### config.mk
export PLATFORM = sky130hd
export DESIGN_NAME = an_np_regs
export DESIGN_NICKNAME = d
export VERILOG_FILES = /design/src/core/an_np_pkg.sv /design/src/core/an_np_regs.sv
export SDC_FILE = /design/constraint.sdc
export NUM_CORES = 1
export LEC_CHECK = 0
export BUFFER_PORTS_ARGS = -buffer_cell sky130_fd_sc_hd__buf_2
export CORE_MARGIN = 5
export CORE_UTILIZATION = 29
export DETAILED_ROUTE_END_ITERATION = 10
export PLACE_DENSITY_LB_ADDON = 0.08
export SLEW_MARGIN = 15
export SYNTH_ARGS = -nofsm -noshare
export SYNTH_HDL_FRONTEND = slang
export SYNTH_SLANG_ARGS = --single-unit
### constraint.sdc
create_clock -name clk -period 1.59 [get_ports clk]
set_input_delay 0.159 -clock clk [delete_from_list [all_inputs] [get_ports clk]]
set_output_delay 0.159 -clock clk [all_outputs]
set_load 0.005 [all_outputs]
### src/core/an_np_pkg.sv
// Constants and carriers for the auto-negotiation next-page register bank
package an_np_pkg;

  // Register indices on the management port
  localparam logic [4:0] ADDR_ADVERT   = 5'h04;
  localparam logic [4:0] ADDR_EXPANSION = 5'h06;
  localparam logic [4:0] ADDR_NP_TX    = 5'h07;
  localparam logic [4:0] ADDR_NP_RX    = 5'h08;

  // Field positions in the advertisement, expansion, transmit and partner words
  localparam int unsigned BIT_ADV_NP      = 15;
  localparam int unsigned BIT_PAR_FAULT   = 4;
  localparam int unsigned BIT_LP_NP_ABLE  = 3;
  localparam int unsigned BIT_NP_ABLE     = 2;
  localparam int unsigned BIT_PAGE_RX     = 1;
  localparam int unsigned BIT_LP_AN_ABLE  = 0;
  localparam int unsigned BIT_NEXT_PAGE   = 15;
  localparam int unsigned BIT_MSG_PAGE    = 13;
  localparam int unsigned BIT_ACK2        = 12;
  localparam int unsigned BIT_TOGGLE      = 11;
  localparam int unsigned CODE_MSB        = 10;
  localparam int unsigned CODE_W          = 11;

  // Reset values
  localparam logic                RST_ADV_NP    = 1'b0;
  localparam logic                RST_NP_ABLE   = 1'b1;
  localparam logic                RST_TX_NP     = 1'b0;
  localparam logic                RST_TX_MP     = 1'b1;
  localparam logic                RST_TX_ACK2   = 1'b0;
  localparam logic [CODE_W-1:0]   RST_TX_CODE   = 11'h001;
  localparam logic [15:0]         ZERO_WORD     = 16'h0000;

  // One next-page link code word
  typedef struct packed {
    logic              nextPage;
    logic              msgPage;
    logic              ack2;
    logic              toggle;
    logic [CODE_W-1:0] code;
  } np_word_t;

  localparam np_word_t RST_RX_WORD = '{1'b0, 1'b0, 1'b0, 1'b0, 11'h000};

  // Status from the arbitration engine
  typedef struct packed {
    logic pageRxPulse;
    logic parFaultCond;
    logic partnerNpAble;
    logic partnerAnAble;
    logic txToggle;
  } engine_status_t;

  // Management register access request
  typedef struct packed {
    logic        wrStb;
    logic        rdStb;
    logic [4:0]  addr;
    logic [15:0] wrData;
  } mgmt_req_t;

endpackage

### src/core/an_np_regs.sv
// Expansion status and next-page transmit/receive registers
`timescale 1ns/1ps
`default_nettype none

module an_np_regs (
  // Clock and reset
  input  wire logic                clk,
  input  wire logic                rst_b,
  // Management access
  input  wire an_np_pkg::mgmt_req_t mgmtReq,
  output logic [15:0]              rdData,
  output logic                     rdValid,
  // Negotiation engine
  input  wire an_np_pkg::engine_status_t engStatus,
  input  wire an_np_pkg::np_word_t rxPage,
  output an_np_pkg::np_word_t      txPage,
  output logic                     advertNextPage
);

  // Expansion status state
  logic                pageRx_q;
  logic                pageRx_d;
  logic                parFault_q;
  logic                parFault_d;
  logic                lpNpAble_q;
  logic                lpNpAble_d;
  logic                lpAnAble_q;
  logic                lpAnAble_d;

  // Transmit next-page state
  an_np_pkg::np_word_t tx_q;
  an_np_pkg::np_word_t tx_d;
  logic                txToggle_q;
  logic                txToggle_d;

  // Partner next-page state
  an_np_pkg::np_word_t rx_q;
  an_np_pkg::np_word_t rx_d;

  // Base-page next-page capability
  logic                advNp_q;
  logic                advNp_d;

  // Read port state
  logic [15:0]         rdData_q;
  logic [15:0]         rdData_d;
  logic                rdValid_q;
  logic                rdValid_d;

  // Read-back views and decoded strobes
  logic [15:0]         expWord;
  logic [15:0]         txWord;
  logic [15:0]         rxWord;
  logic [15:0]         advWord;
  logic                rdExp;
  logic                wrTx;
  logic                wrAdv;

  always_comb begin
    expWord = an_np_pkg::ZERO_WORD;
    expWord[an_np_pkg::BIT_PAR_FAULT]  = parFault_q;
    expWord[an_np_pkg::BIT_LP_NP_ABLE] = lpNpAble_q;
    expWord[an_np_pkg::BIT_NP_ABLE]    = an_np_pkg::RST_NP_ABLE;
    expWord[an_np_pkg::BIT_PAGE_RX]    = pageRx_q;
    expWord[an_np_pkg::BIT_LP_AN_ABLE] = lpAnAble_q;
    // Reserved bit 14 stays zero in both words
    txWord = an_np_pkg::ZERO_WORD;
    txWord[an_np_pkg::BIT_NEXT_PAGE] = tx_q.nextPage;
    txWord[an_np_pkg::BIT_MSG_PAGE]  = tx_q.msgPage;
    txWord[an_np_pkg::BIT_ACK2]      = tx_q.ack2;
    txWord[an_np_pkg::BIT_TOGGLE]    = txToggle_q;
    txWord[an_np_pkg::CODE_MSB:0]    = tx_q.code;
    rxWord = an_np_pkg::ZERO_WORD;
    rxWord[an_np_pkg::BIT_NEXT_PAGE] = rx_q.nextPage;
    rxWord[an_np_pkg::BIT_MSG_PAGE]  = rx_q.msgPage;
    rxWord[an_np_pkg::BIT_ACK2]      = rx_q.ack2;
    rxWord[an_np_pkg::BIT_TOGGLE]    = rx_q.toggle;
    rxWord[an_np_pkg::CODE_MSB:0]    = rx_q.code;
    // Only the next-page bit of the base page lives here
    advWord = an_np_pkg::ZERO_WORD;
    advWord[an_np_pkg::BIT_ADV_NP]   = advNp_q;
  end

  // Decoded management strobes
  assign rdExp = mgmtReq.rdStb && (mgmtReq.addr == an_np_pkg::ADDR_EXPANSION);
  assign wrTx  = mgmtReq.wrStb && (mgmtReq.addr == an_np_pkg::ADDR_NP_TX);
  assign wrAdv = mgmtReq.wrStb && (mgmtReq.addr == an_np_pkg::ADDR_ADVERT);

  // Expansion status next values
  always_comb begin
    // page-received and fault flags: read clears, set wins; partner bits follow the engine
    // An event in the cycle of the read must survive, or software misses it
    pageRx_d   = engStatus.pageRxPulse || (pageRx_q && !rdExp);
    parFault_d = engStatus.parFaultCond || (parFault_q && !rdExp);
    lpNpAble_d = engStatus.partnerNpAble;
    lpAnAble_d = engStatus.partnerAnAble;
  end

  always_ff @(posedge clk or negedge rst_b) begin
    if (!rst_b) begin
      pageRx_q   <= 1'b0;
      parFault_q <= 1'b0;
      lpNpAble_q <= 1'b0;
      lpAnAble_q <= 1'b0;
    end else begin
      pageRx_q   <= pageRx_d;
      parFault_q <= parFault_d;
      lpNpAble_q <= lpNpAble_d;
      lpAnAble_q <= lpAnAble_d;
    end
  end

  // Transmit word next values
  always_comb begin
    txToggle_d = engStatus.txToggle;
    tx_d       = tx_q;
    // writable transmit fields
    // Toggle and reserved bit 14 never come from the write data
    if (wrTx) begin
      tx_d.nextPage = mgmtReq.wrData[an_np_pkg::BIT_NEXT_PAGE];
      tx_d.msgPage  = mgmtReq.wrData[an_np_pkg::BIT_MSG_PAGE];
      tx_d.ack2     = mgmtReq.wrData[an_np_pkg::BIT_ACK2];
      tx_d.code     = mgmtReq.wrData[an_np_pkg::CODE_MSB:0];
    end
  end

  always_ff @(posedge clk or negedge rst_b) begin
    if (!rst_b) begin
      tx_q       <= '{an_np_pkg::RST_TX_NP, an_np_pkg::RST_TX_MP, an_np_pkg::RST_TX_ACK2,
                      1'b0, an_np_pkg::RST_TX_CODE};
      txToggle_q <= 1'b0;
    end else begin
      tx_q       <= tx_d;
      txToggle_q <= txToggle_d;
    end
  end

  // Partner word next value
  always_comb begin
    // capture partner page
    // Loads only on a received page, so a read between pages sees a steady word
    rx_d = engStatus.pageRxPulse ? rxPage : rx_q;
  end

  always_ff @(posedge clk or negedge rst_b) begin
    if (!rst_b) begin
      rx_q <= an_np_pkg::RST_RX_WORD;
    end else begin
      rx_q <= rx_d;
    end
  end

  // Base-page capability next value
  always_comb begin
    advNp_d = advNp_q;
    if (wrAdv) begin
      advNp_d = mgmtReq.wrData[an_np_pkg::BIT_ADV_NP];
    end
  end

  always_ff @(posedge clk or negedge rst_b) begin
    if (!rst_b) begin
      advNp_q <= an_np_pkg::RST_ADV_NP;
    end else begin
      advNp_q <= advNp_d;
    end
  end

  // Read port next values
  always_comb begin
    // unmapped indices read zero
    // Read data holds between reads; a read in a write cycle sees the old word
    rdValid_d = mgmtReq.rdStb;
    rdData_d  = rdData_q;
    if (mgmtReq.rdStb) begin
      unique case (mgmtReq.addr)
        an_np_pkg::ADDR_ADVERT:    rdData_d = advWord;
        an_np_pkg::ADDR_EXPANSION: rdData_d = expWord;
        an_np_pkg::ADDR_NP_TX:     rdData_d = txWord;
        an_np_pkg::ADDR_NP_RX:     rdData_d = rxWord;
        default:                   rdData_d = an_np_pkg::ZERO_WORD;
      endcase
    end
  end

  always_ff @(posedge clk or negedge rst_b) begin
    if (!rst_b) begin
      rdData_q  <= an_np_pkg::ZERO_WORD;
      rdValid_q <= 1'b0;
    end else begin
      rdData_q  <= rdData_d;
      rdValid_q <= rdValid_d;
    end
  end

  // Engine sees the stored transmit word with the tracked toggle
  assign txPage = '{tx_q.nextPage, tx_q.msgPage, tx_q.ack2, txToggle_q, tx_q.code};
  assign advertNextPage = advNp_q;
  assign rdData  = rdData_q;
  assign rdValid = rdValid_q;

endmodule

`default_nettype wire

# == Word-level counts from Yosys, hierarchy flattened ==
# Index checks and enable logic that the tools add are counted.
# Widths: inputs -> output; s select.
# word_totals
output_inout_bits,33
ff_bits,52
elab_cells,30
# op_classes
eq_ne,4
n_reduce_logical,8
mux,1
# ops
op,n
$pmux 16 s4,1
$eq 5x3->1 const B,3
$eq 5x4->1 const B,1
$logic_and 1x1->1,5
$logic_or 1x1->1,2
$logic_not 1->1,1

# == Longest topological paths before layout ==
# Gate-level depths: netlist of the first run.
# logic_depth
word_depth,5
ltp_mapped,7
ltp_nobuf,4

# == Worst setup path after synthesis of the first run ==
# No wires, ideal clock.
# synth_path
path_kind,in2reg
startpoint,input mgmtReq[16] (netlist bit)
endpoint,"register tx_q, in the netlist txPage[14]"
t_required_ps,1465
arrival_time_ps,1441
path_slack_ps,24
setup_time_ps,125
stages,7
path_buffers,3
cell_sequence,clkbuf_1 nand2_1 nor2_8 and2_4 buf_6 buf_12 mux2_4
# synth_via
elab_chain_cells,2
# synth_rtl
element,line,source
start: declaration,an_np_regs.sv:10,"input wire an_np_pkg::mgmt_req_t mgmtReq,"
$eq 5x3->1,an_np_regs.sv:86,assign wrTx = mgmtReq.wrStb && (mgmtReq.addr == an_np_pkg::ADDR_NP_TX);
$logic_and 1x1->1,an_np_regs.sv:86,
end signal: assignment,an_np_regs.sv:129,"tx_q <= '{an_np_pkg::RST_TX_NP, an_np_pkg::RST_TX_MP, an_np_pkg::RST_TX_ACK2,"
end signal: assignment,an_np_regs.sv:133,tx_q <= tx_d;
end: declaration,an_np_regs.sv:31,an_np_pkg::np_word_t tx_q;
# Every way passes these cells.
# A chain may end at the register's enable or synchronous reset.

# == Final worst setup path of the first run ==
# layout_path
startpoint,input mgmtReq[20] (netlist bit)
endpoint,"register tx_q, in the netlist txPage[1]"
# Same word-level chain as after synthesis.

==> flow_summary.ini, run 1 <==
[detailed_routing]
wl_per_cell_um = 16.1
drc = 0
antenna_left = 0
viasPerCell = 4.43
drt_pre_antenna_iters = 4
routed_wl_um = 5630
drt_iter0_markers = 30
num_vias = 1546

[synth]
synth_cell_types = 30
syn_area_per_cell_um2 = 13.5
ys_async_sr_fraction_pct = 100
synth_seq_area_share_pct = 58.1
synth_commonest_cells = dfrtp_1 (49), mux2_2 (24), inv_1 (15), o22ai_1 (15), a22oi_1 (14)
syn-cell-area_um2 = 2200
post_synth_main_area_contributors = dfrtp_1 (56%), mux2_2 (12%), mux2_4 (6.8%)
ys_warn_count = 0
synth_top_area_share_pct = 55.7
yosysMostFrequentCell = dfrtp_1
synthesis.nets = 208
yosysTopAreaCell = dfrtp_1
synth_ff_type = dfrtp_1
netlist_instances = 163
ys_ff_latch = 51
synth-edff-count = 0

[pwr]
leakage_nw = 1.37
powerDensity_nw_per_um2 = 991
irDropWorstVdd_v = 0.000376
finalPower_w = 0.00287

[setup_path]
crit_buf_inv = 2
worstPathArrival_ps = 1450
path_max_fanout = 9
crit_family = simple AND/OR/NAND/NOR gates
cp_slowest_cell = or3b_4
endpoint_kind = flip-flop
path_cells = buf_2 -> or3b_4 -> nor2_8 -> and2_4 -> buf_12 -> mux2_2
cp.required_ps = 1780
cpPeakStageDelay_ps = 430
critPathKind = in2reg
startpoint_type = input pin

[sta]
drv_slew = 0
hold_violations = 0
holdWs_ps = 59.8
setup_tns_ps = 0
finalSetupViolCount = 0
period_minus_slack_ps = 1260
grt_setup_unrepaired = false
max_freq_mhz = 796
fin_skew_ps = 5.56
period_share_pct = 79.0

[clocking]
cts.sinks = 51
cts_buffer_depth = 2
cts_root_buf = clkbuf_8
cts_tree = yes
clkLatencyLatePin_ps = 300
numCtsBuffers = 5
htreeDepth = 2
path_clk_slew_ps = 90
ctsResizeCount = 0
post-cts-setup-buffer-count = 0

[worst_hold_path]
min_path_type = in2reg

[cells_and_area]
area_growth_pct = 31.5
layout-drive-gt1-share_pct = 53.6
fin_cells = 349
nets = 294
diodes = 0

[grt]
grt_pass1_wl_um = 9420
grt_max_degree = 52
antenna_found_initial = 0
grt_pass1_vias = 1736
grt-ovfl-total = 0
track_usage_pct = 12.6

[floorplanning]
floorplan.initialDensity_pct = 30.0
rows = 31
die_x_um = 97.1
core_um2 = 7330
die_h_um = 97.1
pin_count = 78
die-area_um2 = 9430

[placed_design]
place_congestion = 0.652
hpwl_um = 3930
dp_cells = 337
io_buffers = 74

[status]
outcome = complete, no violations

[run]
cap_viol_max_count = 0
[final timing paths]
check | to | start | cells past startpoint | slack [ps]
max | txPage[1] | mgmtReq[20] | 6 | 330
min | parFault_q | engStatus[3] | 2 | 60
max reg2reg | rdData[1] | txPage[1] | 3 | 500
min reg2reg | pageRx_q | pageRx_q | 1 | 490
max in group asynchronous | txPage[13] | rst_b | 3 | 930
min in group asynchronous | rxWord[7] | rst_b | 3 | 370
[layout make-up]
class                   count  area (um^2)
clock buffers               6         82.6
clock inverters             2         35.0
fillers                   729         4440
inverters                  15         56.3
multi-input cells          86          792
flip-flops and latches     51         1280
well taps                  99          124
repair buffers             90          526
[through the flow]
step                cell area (um^2)  worst slack (ps)  utilization [%]
finish                          2890               334             39.5
global placement                2740              19.7             37.3
CTS                             2890               344             39.5
detailed placement              2740              13.2             37.3
floorplan                       2200              23.7                -
global route                    2890               313             39.5
[layout by cell type, fill, tap and decap left out, types with 2 or more instances in the layout]
| cell | instances |
|---|---|
| mux2_2 | 24 |
| nand2b_1 | 3 |
| clkbuf_8 | 6 |
| buf_2 | 74 |
| a21o_1 | 2 |
| nand2_1 | 2 |
| dlygate4sd3_1 | 4 |
| inv_1 | 15 |
| a22oi_1 | 14 |
| o22ai_1 | 15 |
| nor2_1 | 2 |
| mux2_4 | 10 |
| nor3b_1 | 2 |
| dfrtp_1 | 49 |
| buf_12 | 2 |
| dfstp_2 | 2 |
| buf_4 | 10 |
[power breakdown]
part	switching, W	internal, W	leakage [nW]	total, W
Clock	0.000425	0.000510	0.0612	0.000935
Combinational	0.000163	0.000260	0.668	0.000422
Sequential	0.0000864	0.00142	0.636	0.00151
[flip-flops by register name, summed over array words and instances, names as in the netlist]
name,flops
pageRx_q,1
rxWord,15
lpAnAble_q,1
parFault_q,1
rdData,15
advertNextPage,1
txToggle_q,1
lpNpAble_q,1
rdValid,1
txPage,14
[cell families (layout without fill, tap and decap cells)]
logic type / count (synthesis) / count (layout) / share of synthesized area (%)
and+or+nand+nor: 17 / 17 / 6.14
DFF: 51 / 51 / 58.1
muxes: 34 / 34 / 19.1
AOI/OAI and AO/OA: 34 / 34 / 10.6
buffers and inverters: 26 / 113 / 5.91
other: 1 / 1 / 0.170
[layer usage]
metal / vias to the layer above / track usage, % / share of wire (%) / wire length (um)
met3: 5 / 3.66 / 5.4 / 304
met4: 0 / 3.24 / 0.85 / 48
met1: 745 / 16.0 / 46 / 2580
li1: 751 / - / - / -
met5: - / 0 / 0 / 0
met2: 45 / 21.1 / 48 / 2700
[timing repair]
action / 4_1_cts / 5_1_grt
endpoints found under the setup margin: 0 / 0
hold buffers: 4 / 0
hold endpoints to repair: 52 / 0
Note: power is estimated with default switching activity, not from simulation.
==> run 2: changes to the inputs <==
clock period = 1.3 ns   (was 1.59 ns; I/O delays follow)
==> flow_summary.ini, run 2 (synthesized netlist as in run 1, its figures left out) <==
[grt]
track_usage_pct = 12.6
grt-ovfl-total = 0
grt_max_degree = 21
use_met2_pct = 18.7
busiest_layer = met2
globalRouteMet1Util_pct = 17.7
grt_pass1_vias = 1742
grt_pass1_wl_um = 9370
antenna_found_initial = 0
globalRouteMet3Util_pct = 3.52

[floorplanning]
rows = 31
die_x_um = 97.1
die-area_um2 = 9430
pin_count = 78
floorplan.initialDensity_pct = 30.0
core_um2 = 7330
die_h_um = 97.1

[clocking]
hold_buffers = 4
cts_buffer_depth = 2
htreeDepth = 2
cts.sinks = 51
ctsResizeCount = 0
cts_root_buf = clkbuf_8
numCtsBuffers = 5
post-cts-setup-buffer-count = 0
clkLatencyLatePin_ps = 300
cts_tree = yes
path_clk_slew_ps = 90

[detailed_routing]
viasPerCell = 4.53
drc = 0
drt_pre_antenna_iters = 4
num_vias = 1603
drt_iter0_markers = 34
routed_wl_um = 5830
antenna_left = 0
wl_per_cell_um = 16.5

[setup_path]
cp.required_ps = 1490
path_max_fanout = 14
endpoint_kind = flip-flop
startpoint_type = input pin
cpPeakStageDelay_ps = 420
crit_buf_inv = 1
crit_family = simple AND/OR/NAND/NOR gates
path_cells = buf_2 -> or3b_4 -> nor2_8 -> and2_4 -> mux2_2
critPathKind = in2reg
worstPathArrival_ps = 1450
cp_slowest_cell = or3b_4

[sta]
hold_violations = 0
max_freq_mhz = 799
fin_skew_ps = 8.21
drv_slew = 0
finalSetupViolCount = 0
period_share_pct = 96.2
setup_tns_ps = 0
layout_setup_ws_ps = 49.2
grt_setup_unrepaired = false
period_minus_slack_ps = 1250

[pwr]
intPower_w = 0.00256
seqPwrFrac_pct = 54.3
p_sw_w = 0.000844
combPwrFrac_pct = 15.9
power.share.clock_pct = 29.8
leakage_nw = 1.38
swShare_pct = 24.8
powerDensity_nw_per_um2 = 1170
finalPower_w = 0.00340
irDropWorstVdd_v = 0.000572

[worst_hold_path]
min_path_type = in2reg

[cells_and_area]
area_growth_pct = 32.6
diodes = 0
layout_commonest_cell = buf_2
multi_input_area_um2 = 792
register_area_um2 = 1280
layout-drive-gt1-share_pct = 54.5
layout_common_cells = buf_2 (74), dfrtp_1 (49), mux2_2 (24)
nets = 299
nFillCells = 710

[placed_design]
hpwl_um = 4350
io_buffers = 74
place_congestion = 0.713
place_ws_ps = -280

[run]
cap_viol_max_count = 0

[status]
outcome = complete, no violations
[run 2: worst register-to-register path, stage by stage (launching register included)]
cell	delay, ps
dfrtp_1	410
and3_1	190
a21oi_1	110
a2bb2oi_1	230
o22ai_1	100
[run 2: path summary, 6_finish.rpt]
path / start / to / slack [ps] / depth (start not counted)
min: engStatus[3] / parFault_q / 20 / 2
min reg2reg: parFault_q / parFault_q / 500 / 1
max: mgmtReq[19] / txPage[12] / 50 / 5
max reg2reg: txPage[14] / rdData[15] / 130 / 4
min in group asynchronous: rst_b / advertNextPage / 320 / 2
max in group asynchronous: rst_b / txPage[13] / 460 / 3
[run 2: layout make-up]
cell class,instances,area share [%]
Clock buffer,7,3.30
Sequential cell,51,43.8
Inverter,15,1.93
Timing Repair Buffer,95,19.3
Tap cell,99,4.25
Clock inverter,1,0.257
Multi-Input combinational cell,86,27.1
[run 2: through the flow]
step	cell area (um^2)	utilization (%)	hold WS (ps)	instances
final	2920	39.8	16.0	354
after global routing	2920	39.8	17.3	354
after CTS	2920	39.8	10.1	354
after detailed placement	2770	37.8	107	342
after global placement	2770	37.8	112	342
after floorplan	2200	-	-166	163
[run 2: layer usage]
layer | share of wire [%] | vias to the layer above
li1 | - | 764
met2 | 45 | 52
met3 | 5.2 | 4
met4 | 0.87 | 0
met1 | 49 | 783
met5 | 0 | -
[run 2: power groups by stage]
stage               Combinational, W  Clock (W)  Sequential (W)
floorplan                   0.000257          0         0.00186
global placement            0.000538          0         0.00188
detailed placement          0.000543          0         0.00188
CTS                         0.000554    0.00105         0.00185
global route                0.000597    0.00111         0.00187
finish                      0.000540    0.00101         0.00185
==> run 3: changes to the inputs <==
BUFFER_PORTS_ARGS = default   (was -buffer_cell sky130_fd_sc_hd__buf_2)
DONT_BUFFER_PORTS = 1   (was default)
RECOVER_POWER = 25   (was default)
==> flow_summary.ini, run 3 (synthesized netlist as in run 1, its figures left out) <==
[clocking]
numCtsBuffers = 5
clkLatencyLatePin_ps = 300
htreeDepth = 2
cts.sinks = 51
cts_buffer_depth = 2
cts_tree = yes
path_clk_slew_ps = 100
ctsResizeCount = 0
cts_root_buf = clkbuf_8
hold_buffers = 34

[floorplanning]
core_um2 = 7330
floorplan.initialDensity_pct = 30.0
die_x_um = 97.1
die-area_um2 = 9430
rows = 31
pin_count = 78
die_h_um = 97.1

[setup_path]
endpoint_kind = flip-flop
worstPathArrival_ps = 1370
rr_startpoint = txPage[14]
path_max_fanout = 3
cp.required_ps = 1470
critPathLaunch = txPage[14]
critPathKind = reg2reg
startpoint_type = flip-flop

[grt]
globalRouteMet1Util_pct = 14.9
track_usage_pct = 12.1
grt_pass1_vias = 1634
antenna_found_initial = 0
globalRouteMet3Util_pct = 3.95
busiest_layer = met2
use_met2_pct = 19.3
grt-ovfl-total = 0
grt_pass1_wl_um = 8910
grt_max_degree = 52

[placed_design]
place_ws_ps = -107
hpwl_um = 3820
io_buffers = 0
place_congestion = 0.732

[sta]
max_freq_mhz = 834
period_share_pct = 92.2
finalSetupViolCount = 0
grt_setup_unrepaired = false
period_minus_slack_ps = 1200
layout_setup_ws_ps = 101
fin_skew_ps = 6.95
setup_tns_ps = 0
hold_violations = 67
maxSlewHeadroom_pct = 57.0
drv_slew = 0
holdWs_ps = -493
worstMarginPinSlew_ps = 643

[worst_hold_path]
min_path_type = in2async

[cells_and_area]
nets = 246
diodes = 0
layout_common_cells = dfrtp_1 (49), dlygate4sd3_1 (34), mux2_2 (24), inv_1 (15), o22ai_1 (15)
layout-drive-gt1-share_pct = 27.7
area_growth_pct = 26.1
fin_util_pct = 37.9
layout_commonest_cell = dfrtp_1

[pwr]
powerDensity_nw_per_um2 = 1150
leakage_nw = 1.13
irDropWorstVdd_v = 0.000458
finalPower_w = 0.00320

[detailed_routing]
drc = 0
antenna_left = 0
drt_pre_antenna_iters = 6
drt_iter0_markers = 33
wl_per_cell_um = 18.0
routed_wl_um = 5410
viasPerCell = 4.73
num_vias = 1424

[status]
violations = hold timing
outcome = finished, violations left

[run]
cap_viol_max_count = 0
-- run 3: cell types whose count changed in the layout (fill, tap and decap cells not counted), sizes merged --
| cell | before | now |
|---|---|---|
| buf | 91 | 8 |
| clkinv | 0 | 1 |
| dlygate4sd3 | 4 | 34 |
| clkbuf | 7 | 6 |
-- run 3: worst max-delay path, cell delays in order (launching register included) --
cell and delay (ps):
dfrtp_1 430, and3_1 190, a21oi_1 120, a2bb2oi_1 220, o22ai_1 100
-- run 3: area by class of cell --
class                   instances  area [um^2]
clock buffers                   6         82.6
well taps                      99          124
inverters                      15         56.3
clock inverters                 2         16.3
flip-flops and latches         51         1280
multi-input cells              86          792
repair buffers                 42          425
fillers                       705         4560
-- run 3: what timing repair did --
item	CTS	global route
endpoints found under the setup margin	0	0
buffers inserted	0	0
endpoints found under the hold margin	102	67
-- run 3: through the flow --
step / std cells / cell area [um^2]
global route: 301 / 2780
CTS: 301 / 2780
floorplan: 163 / 2200
detailed placement: 259 / 2340
finish: 301 / 2780
global placement: 259 / 2340
-- run 3: worst paths after layout --
path / endpoint / slack, ps / depth (start not counted)
setup / recovery: rdData[15] / 100 / 4
max in group asynchronous: txPage[0] / 1580 / 0
setup reg to reg: rdData[15] / 100 / 4
hold reg to reg: pageRx_q / 490 / 1
min in group clk: pageRx_q / -80 / 1
hold / removal: rdData[15] / -490 / 0
-- run 3: layer usage --
layer / wire length (um) / share of wire [%]
met5: 0 / 0
met2: 2580 / 48
met1: 2320 / 43
met3: 400 / 7.4
met4: 102 / 1.9
-- run 3: power breakdown --
group	switching, W	leakage [nW]	total (W)	internal (W)
Combinational	0.0000978	0.446	0.000358	0.000260
Clock	0.000532	0.0474	0.000968	0.000435
Sequential	0.000134	0.636	0.00188	0.00174
